--- config.mk ---
export PLATFORM = sky130hd
export DESIGN_NAME = nand_host
export DESIGN_NICKNAME = d
export VERILOG_FILES = /design/src/common/nand_host_pkg.sv /design/src/core/nand_io_sync.sv /design/src/core/nand_tick_gen.sv /design/src/core/nand_host.sv
export SDC_FILE = /design/constraint.sdc
export NUM_CORES = 1
export LEC_CHECK = 0
export BUFFER_PORTS_ARGS = -buffer_cell sky130_fd_sc_hd__buf_2
export CELL_PAD_IN_SITES_DETAIL_PLACEMENT = 0
export CELL_PAD_IN_SITES_GLOBAL_PLACEMENT = 1
export CORE_MARGIN = 3
export CORE_UTILIZATION = 40
export CTS_CLUSTER_DIAMETER = 150
export DETAILED_ROUTE_END_ITERATION = 8
export PLACE_DENSITY = 0.78
export RECOVER_POWER = 25
export SYNTH_ARGS = -nofsm -noshare
export SYNTH_HDL_FRONTEND = slang
export SYNTH_HIERARCHICAL = 1
export SYNTH_SLANG_ARGS = --single-unit
--- constraint.sdc ---
create_clock -name clk_sys -period 6.2 [get_ports clk_sys]
set_input_delay 0.31 -clock clk_sys [delete_from_list [all_inputs] [get_ports clk_sys]]
set_output_delay 0.31 -clock clk_sys [all_outputs]
set_load 0.03 [all_outputs]
--- src/common/nand_host_pkg.sv ---
// Shared constants and types for the serial NAND host controller
package nand_host_pkg;

  // Serial clock half period and chip select gap, in system clocks / ticks
  localparam logic [3:0] SCK_HALF_CYC = 4'h4;
  localparam logic [2:0] CS_GAP_TICKS = 3'h4;

  // Register byte offsets
  localparam logic [5:0] REG_CTRL = 6'h00;
  localparam logic [5:0] REG_STATUS = 6'h04;
  localparam logic [5:0] REG_CMD = 6'h08;
  localparam logic [5:0] REG_ADDR = 6'h0C;
  localparam logic [5:0] REG_LEN = 6'h10;
  localparam logic [5:0] REG_CFG = 6'h14;
  localparam logic [5:0] REG_POLL = 6'h18;
  localparam logic [5:0] REG_TXDATA = 6'h1C;
  localparam logic [5:0] REG_RXDATA = 6'h20;

  // Control register write bits
  localparam int CTRL_START = 0;
  localparam int CTRL_CLR_REFUSED = 1;
  localparam int CTRL_ABORT = 2;

  // Busy flag position in the polled status byte
  localparam int STAT_BUSY_BIT = 0;

  // Fast I/O read opcodes
  localparam logic [7:0] OP_DUAL_IO = 8'hBB;
  localparam logic [7:0] OP_DUAL_IO_4B = 8'hBC;
  localparam logic [7:0] OP_QUAD_IO = 8'hEB;
  localparam logic [7:0] OP_QUAD_IO_4B = 8'hEC;

  // Address bytes of the 3-byte and 4-byte read forms
  localparam logic [1:0] COL_BYTES_3 = 2'h2;
  localparam logic [1:0] COL_BYTES_4 = 2'h3;

  // Lane width codes
  localparam logic [1:0] LANE_1 = 2'h0;
  localparam logic [1:0] LANE_2 = 2'h1;
  localparam logic [1:0] LANE_4 = 2'h2;

  // Register reset values
  localparam logic [31:0] CMD_RST = 32'h0000_0000;
  localparam logic [31:0] CFG_RST = 32'h0000_0021;
  localparam logic [31:0] POLL_RST = 32'h0000_0000;

  typedef enum logic [2:0] {
    S_IDLE = 3'b000,
    S_OPC = 3'b001,
    S_ADDR = 3'b010,
    S_DUMMY = 3'b011,
    S_TXW = 3'b100,
    S_TX = 3'b101,
    S_RX = 3'b110,
    S_GAP = 3'b111
  } state_t;

  typedef struct packed {
    logic [16:0] rsvd;
    logic poll;
    logic addr4;
    logic quad;
    logic fast;
    logic wr;
    logic [1:0] nabytes;
    logic [7:0] opcode;
  } cmd_t;

  typedef struct packed {
    logic [18:0] rsvd;
    logic [4:0] dummy_seq;
    logic [4:0] dummy_buf;
    logic wp_en;
    logic extra;
    logic buf_mode;
  } cfg_t;

  typedef struct packed {
    logic [15:0] rsvd;
    logic [7:0] addr;
    logic [7:0] opcode;
  } poll_t;

  typedef struct packed {
    logic [15:0] rsvd;
    logic [7:0] dev_status;
    logic [3:0] rsvd2;
    logic tx_full;
    logic rx_valid;
    logic refused;
    logic active;
  } stat_t;

  typedef struct packed {
    logic ff1;
    logic ff2;
    logic ff3;
    logic lvl;
  } sync_t;

  typedef struct packed {
    logic [3:0] cnt;
    logic tick;
  } div_t;

  typedef struct packed {
    state_t st;
    logic cs_n;
    logic sck;
    logic [3:0] io_o;
    logic [3:0] io_oe;
    logic wait_r;
    logic [31:0] rdata;
    cmd_t cmd;
    cfg_t cfg;
    poll_t poll;
    logic [23:0] addr;
    logic [15:0] len_r;
    logic [7:0] txd;
    logic tx_full;
    logic [7:0] rxd;
    logic rx_valid;
    logic [7:0] stat;
    logic refused;
    logic [7:0] sh;
    logic [7:0] shin;
    logic [1:0] lane;
    logic [1:0] dl;
    logic [4:0] steps;
    logic [4:0] dum;
    logic [23:0] a24;
    logic [1:0] nab;
    logic [15:0] len;
    logic stream;
    logic xf;
    logic xw;
    logic poll_ph;
    logic abt;
    logic [2:0] gap;
  } host_t;

  localparam host_t HOST_RST = '{
    st: S_IDLE,
    cs_n: 1'b1,
    wait_r: 1'b1,
    cmd: cmd_t'(CMD_RST),
    cfg: cfg_t'(CFG_RST),
    poll: poll_t'(POLL_RST),
    default: '0
  };

endpackage

--- src/core/nand_io_sync.sv ---
// Three-stage input synchroniser with agreement filter
`timescale 1ns/1ns
module nand_io_sync (
  // Clock and reset
  input wire logic clk_sys,
  input wire logic reset_n,
  // Pin and filtered level
  input wire logic pin,
  output logic level
);

  nand_host_pkg::sync_t q;
  nand_host_pkg::sync_t d;

  always_comb
  begin
    d = q;
    d.ff1 = pin;
    d.ff2 = q.ff1;
    d.ff3 = q.ff2;
    // New level only once the last two stages agree
    if (q.ff2 == q.ff3)
    begin
      d.lvl = q.ff3;
    end
  end

  always_ff @(posedge clk_sys or negedge reset_n)
  begin
    if (!reset_n)
    begin
      q <= '0;
    end
    else
    begin
      q <= d;
    end
  end

  assign level = q.lvl;

endmodule

--- src/core/nand_tick_gen.sv ---
// Free-running divider giving one tick per serial clock half period
`timescale 1ns/1ns
module nand_tick_gen (
  // Clock and reset
  input wire logic clk_sys,
  input wire logic reset_n,
  // Half-period tick
  output logic tick
);

  nand_host_pkg::div_t q;
  nand_host_pkg::div_t d;

  always_comb
  begin
    d = q;
    d.tick = 1'b0;
    if (q.cnt == nand_host_pkg::SCK_HALF_CYC - 4'h1)
    begin
      d.cnt = 4'h0;
      d.tick = 1'b1;
    end
    else
    begin
      d.cnt = q.cnt + 4'h1;
    end
  end

  always_ff @(posedge clk_sys or negedge reset_n)
  begin
    if (!reset_n)
    begin
      q <= '0;
    end
    else
    begin
      q <= d;
    end
  end

  assign tick = q.tick;

endmodule

--- src/core/nand_host.sv ---
// Serial NAND host: fast I/O reads, extra page commands, busy polling
// Behaviour
// - Dual I/O read sends address two lanes
// - 4-byte dual I/O read uses longer address
// - Quad I/O read sends its opcode on one lane, then uses four lanes
// - 4-byte quad I/O read, longer address
// - Set extra access bit before, clear after
// - Page read loads buffer; wait busy clear
// - Extra access forces buffer mode read format
// - OTP program: load buffer, then execute
// - OTP lock: lock bit then execute
// - Protection freeze: lock bit then execute
// - Set protection fields before freezing them
//
// The Avalon-MM interface to the registers and the register offsets are this design's own decisions.
`timescale 1ns/1ns
module nand_host (
  // Clock and reset
  input wire logic clk_sys,
  input wire logic reset_n,
  // Avalon-MM slave
  input wire logic [5:0] avs_address,
  input wire logic avs_read,
  input wire logic avs_write,
  input wire logic [31:0] avs_writedata,
  input wire logic [3:0] avs_byteenable,
  output logic [31:0] avs_readdata,
  output logic avs_waitrequest,
  // Serial flash pins
  output logic spi_cs_n,
  output logic spi_sck,
  output logic [3:0] spi_io_o,
  output logic [3:0] spi_io_oe,
  input wire logic [3:0] spi_io_i
);

  nand_host_pkg::host_t q;
  nand_host_pkg::host_t d;
  logic tick;
  logic [3:0] io_in;

  nand_tick_gen u_tick (
    .clk_sys(clk_sys),
    .reset_n(reset_n),
    .tick(tick)
  );

  generate
    for (genvar i = 0; i < 4; i++)
    begin : g_sync
      nand_io_sync u_sync (
        .clk_sys(clk_sys),
        .reset_n(reset_n),
        .pin(spi_io_i[i]),
        .level(io_in[i])
      );
    end
  endgenerate

  function automatic logic [31:0] merge(input logic [31:0] cur,
                                        input logic [31:0] wd,
                                        input logic [3:0] be);
    logic [31:0] r;
    r = cur;
    for (int i = 0; i < 4; i++)
    begin
      if (be[i])
      begin
        r[8*i +: 8] = wd[8*i +: 8];
      end
    end
    return r;
  endfunction

  function automatic logic [23:0] align(input logic [23:0] a,
                                        input logic [1:0] n);
    case (n)
      2'h1: return {a[7:0], 16'h0000};
      2'h2: return {a[15:0], 8'h00};
      default: return a;
    endcase
  endfunction

  function automatic logic [4:0] bsteps(input logic [1:0] lane);
    return 5'(5'h08 >> lane);
  endfunction

  function automatic nand_host_pkg::host_t to_gap(
    input nand_host_pkg::host_t s);
    s.st = nand_host_pkg::S_GAP;
    s.cs_n = 1'b1;
    s.sck = 1'b0;
    s.gap = 3'h0;
    return s;
  endfunction

  always_comb
  begin
    logic req;
    logic ack;
    logic wen;
    logic ctrl_wr;
    logic fast;
    logic bufm;
    logic drv;
    logic [1:0] nab;
    logic [7:0] opc;
    logic [7:0] sin;
    logic [23:0] col;
    logic [31:0] cur;
    logic [31:0] wm;
    nand_host_pkg::stat_t sr;
    req = avs_read | avs_write;
    ack = ~q.wait_r & req;
    wen = ack & avs_write;
    ctrl_wr = wen & avs_byteenable[0]
      & (avs_address == nand_host_pkg::REG_CTRL);
    fast = q.cmd.fast;
    bufm = q.cfg.buf_mode | q.cfg.extra;
    nab = 2'h0;
    opc = 8'h00;
    col = 24'h00_0000;
    drv = 1'b0;
    sr = '0;
    cur = 32'h0000_0000;
    wm = 32'h0000_0000;
    sin = 8'h00;
    sr.dev_status = q.stat;
    sr.tx_full = q.tx_full;
    sr.rx_valid = q.rx_valid;
    sr.refused = q.refused;
    sr.active = (q.st != nand_host_pkg::S_IDLE);
    d = q;

    // Current word of the addressed register
    case (avs_address)
      nand_host_pkg::REG_STATUS: cur = sr;
      nand_host_pkg::REG_CMD: cur = q.cmd;
      nand_host_pkg::REG_ADDR: cur = {8'h00, q.addr};
      nand_host_pkg::REG_LEN: cur = {16'h0000, q.len_r};
      nand_host_pkg::REG_CFG: cur = q.cfg;
      nand_host_pkg::REG_POLL: cur = q.poll;
      nand_host_pkg::REG_TXDATA: cur = {24'h00_0000, q.txd};
      nand_host_pkg::REG_RXDATA: cur = {24'h00_0000, q.rxd};
      default: cur = 32'h0000_0000;
    endcase
    wm = merge(cur, avs_writedata, avs_byteenable);

    // One wait cycle, then the answer
    d.wait_r = ~(q.wait_r & req);
    if (q.wait_r && avs_read)
    begin
      d.rdata = cur;
    end
    if (wen)
    begin
      case (avs_address)
        nand_host_pkg::REG_CMD: d.cmd = nand_host_pkg::cmd_t'(wm);
        nand_host_pkg::REG_ADDR: d.addr = wm[23:0];
        nand_host_pkg::REG_LEN: d.len_r = wm[15:0];
        nand_host_pkg::REG_CFG: d.cfg = nand_host_pkg::cfg_t'(wm);
        nand_host_pkg::REG_POLL: d.poll = nand_host_pkg::poll_t'(wm);
        default: d.rdata = q.rdata;
      endcase
    end
    if (ack && avs_read && avs_address == nand_host_pkg::REG_RXDATA)
    begin
      d.rx_valid = 1'b0;
    end
    if (ctrl_wr && avs_writedata[nand_host_pkg::CTRL_CLR_REFUSED])
    begin
      d.refused = 1'b0;
    end

    // Serial input shift by lane width
    case (q.lane)
      nand_host_pkg::LANE_1: sin = {q.shin[6:0], io_in[1]};
      nand_host_pkg::LANE_2: sin = {q.shin[5:0], io_in[1:0]};
      default: sin = {q.shin[3:0], io_in};
    endcase

    unique case (q.st)
      nand_host_pkg::S_IDLE:
      begin
        if (ctrl_wr && avs_writedata[nand_host_pkg::CTRL_START])
        begin
          // quad refused while hardware protection is on
          if (fast && q.cmd.quad && q.cfg.wp_en)
          begin
            d.refused = 1'b1;
          end
          else
          begin
            d.dl = !fast ? nand_host_pkg::LANE_1 :
              (q.cmd.quad ? nand_host_pkg::LANE_4 : nand_host_pkg::LANE_2);
            // quad and 4-byte bits pick the fast read opcode
            unique case ({q.cmd.quad, q.cmd.addr4})
              2'b00: opc = nand_host_pkg::OP_DUAL_IO;
              2'b01: opc = nand_host_pkg::OP_DUAL_IO_4B;
              2'b10: opc = nand_host_pkg::OP_QUAD_IO;
              2'b11: opc = nand_host_pkg::OP_QUAD_IO_4B;
            endcase
            nab = q.cmd.addr4 ? nand_host_pkg::COL_BYTES_4 :
              nand_host_pkg::COL_BYTES_3;
            // extra access forces column and buffer dummies
            col = (!fast || bufm) ? q.addr : 24'h00_0000;
            d.dum = bufm ? q.cfg.dummy_buf : q.cfg.dummy_seq;
            // extra access toggled by software command
            // load and execute issued as plain commands
            // lock sequence issued as plain commands
            // freeze sequence issued as plain commands
            // protection fields written by earlier commands
            if (!fast)
            begin
              opc = q.cmd.opcode;
              nab = q.cmd.nabytes;
            end
            d.st = nand_host_pkg::S_OPC;
            d.cs_n = 1'b0;
            d.sh = opc;
            d.lane = nand_host_pkg::LANE_1;
            d.steps = 5'h08;
            d.nab = nab;
            d.a24 = align(col, nab);
            d.xf = fast;
            d.xw = !fast && q.cmd.wr;
            d.len = q.len_r;
            d.stream = fast && (q.len_r == 16'h0000);
            d.poll_ph = 1'b0;
            d.abt = 1'b0;
          end
        end
      end
      nand_host_pkg::S_OPC, nand_host_pkg::S_ADDR,
      nand_host_pkg::S_DUMMY, nand_host_pkg::S_TX,
      nand_host_pkg::S_RX:
      begin
        // Hold the clock low while a read byte is still unread
        if (tick && !q.sck && !(q.st == nand_host_pkg::S_RX
            && q.rx_valid && q.steps == bsteps(q.lane)))
        begin
          d.sck = 1'b1;
        end
        if (tick && q.sck)
        begin
          d.sck = 1'b0;
          d.shin = sin;
          d.steps = q.steps - 5'h01;
          case (q.lane)
            nand_host_pkg::LANE_1: d.sh = {q.sh[6:0], 1'b0};
            nand_host_pkg::LANE_2: d.sh = {q.sh[5:0], 2'b00};
            default: d.sh = {q.sh[3:0], 4'h0};
          endcase
          if (q.steps == 5'h01)
          begin
            if (q.st == nand_host_pkg::S_OPC
                || q.st == nand_host_pkg::S_ADDR)
            begin
              if (q.nab != 2'h0)
              begin
                d.st = nand_host_pkg::S_ADDR;
                d.lane = q.dl;
                d.sh = q.a24[23:16];
                d.a24 = {q.a24[15:0], 8'h00};
                d.nab = q.nab - 2'h1;
                d.steps = bsteps(q.dl);
              end
              else if (q.xf && q.dum != 5'h00)
              begin
                d.st = nand_host_pkg::S_DUMMY;
                d.lane = q.dl;
                d.sh = 8'h00;
                d.steps = q.dum;
              end
              else if (q.xf || q.poll_ph || (!q.xw && q.len != 16'h0000))
              begin
                d.st = nand_host_pkg::S_RX;
                d.lane = q.dl;
                d.steps = bsteps(q.dl);
              end
              else if (q.xw && q.len != 16'h0000)
              begin
                d.st = nand_host_pkg::S_TXW;
              end
              else
              begin
                d = to_gap(d);
              end
            end
            else if (q.st == nand_host_pkg::S_DUMMY)
            begin
              d.st = nand_host_pkg::S_RX;
              d.steps = bsteps(q.dl);
            end
            else if (q.st == nand_host_pkg::S_TX)
            begin
              d.len = q.len - 16'h0001;
              d.st = nand_host_pkg::S_TXW;
              if (q.len == 16'h0001)
              begin
                d = to_gap(d);
              end
            end
            else
            begin
              if (q.poll_ph)
              begin
                d.stat = sin;
              end
              else
              begin
                d.rxd = sin;
                d.rx_valid = 1'b1;
              end
              d.len = q.len - 16'h0001;
              d.steps = bsteps(q.lane);
              if (!q.stream && q.len == 16'h0001)
              begin
                d = to_gap(d);
              end
            end
          end
        end
      end
      nand_host_pkg::S_TXW:
      begin
        if (q.tx_full)
        begin
          d.st = nand_host_pkg::S_TX;
          d.sh = q.txd;
          d.tx_full = 1'b0;
          d.lane = nand_host_pkg::LANE_1;
          d.steps = 5'h08;
        end
      end
      nand_host_pkg::S_GAP:
      begin
        if (tick)
        begin
          d.gap = q.gap + 3'h1;
        end
        if (q.gap == nand_host_pkg::CS_GAP_TICKS)
        begin
          // buffer reads only after busy clears
          if (!q.abt && ((q.poll_ph && q.stat[nand_host_pkg::STAT_BUSY_BIT])
              || (!q.poll_ph && q.cmd.poll)))
          begin
            d.st = nand_host_pkg::S_OPC;
            d.cs_n = 1'b0;
            d.sh = q.poll.opcode;
            d.lane = nand_host_pkg::LANE_1;
            d.dl = nand_host_pkg::LANE_1;
            d.steps = 5'h08;
            d.nab = 2'h1;
            d.a24 = {q.poll.addr, 16'h0000};
            d.xf = 1'b0;
            d.xw = 1'b0;
            d.len = 16'h0001;
            d.stream = 1'b0;
            d.poll_ph = 1'b1;
          end
          else
          begin
            d.st = nand_host_pkg::S_IDLE;
            d.poll_ph = 1'b0;
            d.abt = 1'b0;
          end
        end
      end
    endcase

    // Abort ends any transfer and any polling, but is ignored in the select gap
    if (ctrl_wr && avs_writedata[nand_host_pkg::CTRL_ABORT]
        && q.st != nand_host_pkg::S_IDLE && q.st != nand_host_pkg::S_GAP)
    begin
      d = to_gap(d);
      d.abt = 1'b1;
    end

    // A software write wins over the engine taking the byte
    if (wen && avs_byteenable[0]
        && avs_address == nand_host_pkg::REG_TXDATA)
    begin
      d.txd = avs_writedata[7:0];
      d.tx_full = 1'b1;
    end

    // Pin drive from the next state
    drv = d.st inside {nand_host_pkg::S_OPC, nand_host_pkg::S_ADDR,
      nand_host_pkg::S_DUMMY, nand_host_pkg::S_TXW, nand_host_pkg::S_TX};
    if (d.st == nand_host_pkg::S_IDLE || d.st == nand_host_pkg::S_GAP)
    begin
      d.io_o = 4'h0;
      d.io_oe = 4'h0;
    end
    else
    begin
      case (d.lane)
        nand_host_pkg::LANE_1:
        begin
          d.io_o = {3'b110, d.sh[7]};
          d.io_oe = drv ? 4'hD : 4'hC;
        end
        nand_host_pkg::LANE_2:
        begin
          d.io_o = {2'b11, d.sh[7:6]};
          d.io_oe = drv ? 4'hF : 4'hC;
        end
        default:
        begin
          d.io_o = d.sh[7:4];
          d.io_oe = drv ? 4'hF : 4'h0;
        end
      endcase
    end
  end

  always_ff @(posedge clk_sys or negedge reset_n)
  begin
    if (!reset_n)
    begin
      q <= nand_host_pkg::HOST_RST;
    end
    else
    begin
      q <= d;
    end
  end

  assign avs_readdata = q.rdata;
  assign avs_waitrequest = q.wait_r;
  assign spi_cs_n = q.cs_n;
  assign spi_sck = q.sck;
  assign spi_io_o = q.io_o;
  assign spi_io_oe = q.io_oe;

endmodule

# Word level (Yosys, flattened, before mapping)
# Cells that the tools add are included.
[word_totals]
regBits = 310
latchBits = 0
ram_bits = 0
romBits = 0
output_inout_bits = 43
n_memories = 0
[op_classes]
add_sub_neg = 5
multipliers = 0
div_mod_pow = 0
magnitude_cmp = 0
eq_ne = 54
n_shift = 2
muxes = 117
bitwise = 9
n_reduce_logical = 62
[op_table]
columns = ["operator", "count"]
rows = [
  ["$mux 289", 6],
  ["$mux 206", 2],
  ["$mux 288", 1],
  ["$mux 286", 1],
  ["$pmux 32 s8", 1],
  ["$mux 226", 1],
  ["$mux 222", 1],
  ["$mux 186", 1],
  ["$mux 168", 1],
  ["$mux 55", 3],
  ["$mux 32", 5],
  ["$mux 8", 18],
  ["$pmux 47 s3", 1],
  ["$mux 61", 2],
  ["$mux 24", 3],
  ["$pmux 8 s4", 2],
  ["$pmux 24 s2", 1],
  ["$pmux 8 s2", 3],
  ["$mux 47", 1],
  ["$mux 45", 1],
  ["$mux 9", 5],
  ["$mux 5", 7],
  ["$mux 2", 16],
  ["$logic_and 1x1->1", 26],
  ["other kinds (58)", 140],
]

# Depth between registers and ports, before layout
[depth]
depth_word = 21
mapped_depth = 11
ltp_nobuf = 10

# By module
# The synthesis kept the hierarchy.
[modules_own_cells]
columns = ["module", "n_inst", "cells_each", "area_each_um2", "seq_area_each_um2"]
rows = [
  ["nand_host", 1, 1603, 14772.9, 7186.9],
  ["nand_io_sync", 4, 5, 111.4, 100.1],
  ["nand_tick_gen", 1, 13, 188.9, 125.1],
]

# Worst setup path after synthesis
# Ideal clock, no wire load.
[synth_timing]
path_kind = "flip-flop to flip-flop"
startpoint = "register q[8] (netlist name)"
endpoint = "register q[5] (netlist name)"
setup_ps = 125
t_arrival_ps = 2789
t_required_ps = 6075
setup_slack_ps = 3287
stages_incl_launch_ff = 10
n_path_buf = 0
path_cell_list = "dfrtp_1 > inv_1 > ha_1 > or3b_2 > or3_1 > o41ai_2 > a31oi_1 > nor2_1 > nor4b_4 > mux2_2"
[synth_between]
elab_chain_cells = 11
[synth_lines]
columns = ["item", "line", "text"]
rows = [
  ["start, declared", "nand_host.sv:37", "nand_host_pkg::host_t q;"],
  ["start signal, assigned", "nand_host.sv:422", "q <= nand_host_pkg::HOST_RST;"],
  ["$reduce_bool 16->1", "nand_host.sv:275", "else if (q.xf || q.poll_ph || (!q.xw && q.len != 16'h0000))"],
  ["$logic_and 1x1->1", "nand_host.sv:275", ""],
  ["$logic_or 1x1->1", "nand_host.sv:275", ""],
  ["$mux 55", "nand_host.sv:275", ""],
  ["$mux 55", "nand_host.sv:268", "else if (q.xf && q.dum != 5'h00)"],
  ["$mux 24", "nand_host.sv:259", "if (q.nab != 2'h0)"],
  ["$mux 289", "nand_host.sv:256", "if (q.st == nand_host_pkg::S_OPC"],
  ["$mux 289", "nand_host.sv:254", "if (q.steps == 5'h01)"],
  ["$mux 289", "nand_host.sv:244", "if (tick && q.sck)"],
  ["$pmux 47 s3", "nand_host.sv:182", "unique case (q.st)"],
  ["$mux 289", "nand_host.sv:373", "if (ctrl_wr && avs_writedata[nand_host_pkg::CTRL_ABORT]"],
]
# Every way passes these cells. The select of a mux whose other input is x is not followed.
# A chain may end at the register's enable or synchronous reset.

==> results.yml <==
cells_and_area:
  layout-drive-gt1-share: 0.115
  instances_no_fill: 2179
  area_growth_pct: 11.5
  post-route-util: 0.454
  final_cell_mix: "305 x nand2_1, 304 x dfrtp_1, 262 x o21ai_0"
  final_nets: 1699
  layout_commonest_cell: "nand2_1"
  fill_cells: 3690
  diodes: 0
global_routing:
  overflow: 0
  grt_pass1_wl_um: 75100
  first_global_vias: 12400
  grtUsageTotal: 0.233
  grt_max_degree: 128
  antenna_found_initial: 0
logic_synthesis:
  netlist_area_um2: 15400
  syn_area_per_cell_um2: 9.42
  synthXorXnorAreaFrac: 0.00341
  synth_fa_ha_area_frac: 0.0117
  ys_types: 76
  synth_nets: 1696
  synth_top_family_by_area: "compound AO/OA/AOI/OAI gates"
  synthTopCellsByArea: "dfrtp_1 49%, o21ai_0 8.5%, nand2_1 7.5%, mux2i_1 4.0%, mux2_2 3.5%"
  synth_seq_area_share: 0.501
  synthFlopType: "dfrtp_1"
  yosys.area_share.simple: 0.155
  synth-edff-count: 0
  synthArstFlopShare: 1.00
  syn_inst: 1636
  yosysWarnings: 6
  synth-compound-area-share: 0.200
  synth_top_area_cell: "dfrtp_1"
  ys_ff_latch: 308
  synthMuxAreaShare: 0.0754
  yosysTopAreaCellShare: 0.494
pwr:
  p_seq_frac: 0.453
  switching_power_mw: 1.33
  total_power_mw: 4.99
  power_frac_clock: 0.448
  power.density_nw_per_um2: 290
  intPower_mw: 3.66
  combPwrFrac: 0.099
  sw_frac_of_total: 0.266
  leakagePower_nw: 7.53
  vdd_drop_max_mv: 0.195
detailed_routing:
  antenna_left: 0
  wire_per_inst_um: 22.0
  routed_via_density: 5.83
  drc: 0
  drtIter0Drc: 1530
  vias: 12700
  drt_pass1_iterations: 8
  routed_wirelength_um: 47900
clock_network:
  root_buffer: "clkbuf_16"
  cts_tree: "done"
  cts_buffers: 37
  cts_resized: 0
  h-tree-depth: 2
  cts.sinks: 308
  clkTransAtPathRegs_ns: 0.06
  clockBufferDepth: 3
  clkLatencyLatePin_ns: 0.54
outcome:
  status: "finished clean"
place:
  portBuffers: 92
  placed_cells: 2104
  place_congestion: 0.939
  dp_hpwl_um: 33800
floorplanning:
  die_h_um: 202
  die_area_um2: 40900
  rows: 71
  start_util: 0.407
  die_x_um: 202
  coreArea_um2: 37800
  io_pins: 93
worst_setup_path:
  arrival_ns: 4.28
  cp-start-kind: "flip-flop"
  ff2ff_path_depth: 7
  ff2ff_setup_slack_ns: 2.36
  critical_path_class: "reg2reg"
  crit_path_end_kind: "flip-flop"
  r2r_start: "q[288]"
  critPathMaxFanout: 25
  critPathRequiredTime_ns: 6.64
  critPathLaunch: "q[288]"
  r2r_end: "spi_io_o[0]"
sta:
  tns_ns: 0
  hold_violations: 0
  worstMarginPinSlew_ns: 1.31
  maxSlewHeadroom: 0.118
  maxSlewViolCount: 0
  setup_viol: 0
  max_freq_mhz: 261
  holdWs_ns: 0.0414
  fin_crit_ns: 3.84
  fin_crit_sh: 0.619
  skew_ns: 0.0256
  rsz0062_at_grt: "no"
worst_hold_path:
  holdPathStages: 2
  hold_path.class: "in2reg"
  min_from: "avs_writedata[7]"
  hold_end: "q[106]"
flow_run:
  drv_cap: 0
## stage by stage
stage               worst slack, ns  area [um2]
floorplan                      3.29       15400
global placement               2.57       15900
detailed placement             2.53       15900
CTS                            2.51       17300
global route                   2.23       17200
finish                         2.36       17200
## logic make-up after synthesis
family                     after synthesis
buffers and inverters                  179
DFF                                    308
and+or+nand+nor                        521
adders and majority gates               15
muxes                                  110
AOI/OAI and AO/OA                      497
xor gates and xnor gates                 6
## Yosys cell counts (all sizes together), types with 6 or more instances
cell	n
nor4	16
dfrtp	304
nand2	309
mux2	48
o211ai	12
nand2b	9
or2	6
and2	13
o21ai	262
a21oi	58
clkbuf	93
a222oi	39
nand3	15
ha	10
o22ai	6
a31oi	13
nor2b	8
nand4	9
inv	33
mux2i	62
nor2	72
buf	52
a22oi	44
and3	15
a211oi	6
nor3	22
a221o	8
## per-layer routing
layer  global-route usage  share of wire
met4               0.0656          0.028
met2                0.354           0.44
met3               0.0361          0.080
met1                0.348           0.45
met5                    0              0
## how the worst max path moves through the flow
stage / to / depth (start not counted)
6_report: spi_io_o[0] / 7
5_1_grt: spi_io_o[0] / 7
4_1_cts: spi_io_o[0] / 7
3_5_place_dp: spi_io_o[0] / 7
3_3_place_gp: spi_io_o[0] / 7
2_1_floorplan: q[5] / 9
## critical path, stage by stage, from the launching register on
cell	delay [ns]
dfrtp_1	0.69
and3_1	0.63
nor3_1	1.15
and3_1	0.33
o31ai_1	0.09
a211oi_1	0.45
nand4_1	0.17
a32oi_1	0.23
## power groups by stage
stage | Clock, mW | Combinational, mW | Sequential, mW
after floorplan | 0 | 0.327 | 2.24
after detailed placement | 0 | 0.492 | 2.29
final | 2.24 | 0.494 | 2.26
after CTS | 2.27 | 0.498 | 2.25
after global placement | 0 | 0.490 | 2.29
after global routing | 2.36 | 0.549 | 2.27
## sequential cells by signal, summed over array words and instances (netlist names), 3 cells and up
register             flops
avs_readdata            32
g_sync.u_sync/d          8
g_sync.u_sync/level      4
g_sync.u_sync/q          4
q                      245
spi_io_o                 4
spi_io_oe                3
u_tick/q                 4
## cell type report
| cell class | count | area [um2] | share of cell area |
|---|---|---|---|
| clock inverters | 11 | 164 | 0.00954 |
| well taps | 511 | 639 | 0.0372 |
| repair buffers | 109 | 576 | 0.0335 |
| clock buffers | 57 | 1100 | 0.0641 |
| inverters | 34 | 128 | 0.00743 |
| multi-input cells | 1149 | 6860 | 0.399 |
| flip-flops and latches | 308 | 7710 | 0.449 |
## timing repair
item | CTS | global route
setup buffers | 0 | 0
hold buffers | 7 | 0
hold endpoints to repair | 103 | 0
No activity file was read; power rests on OpenSTA's default activity.
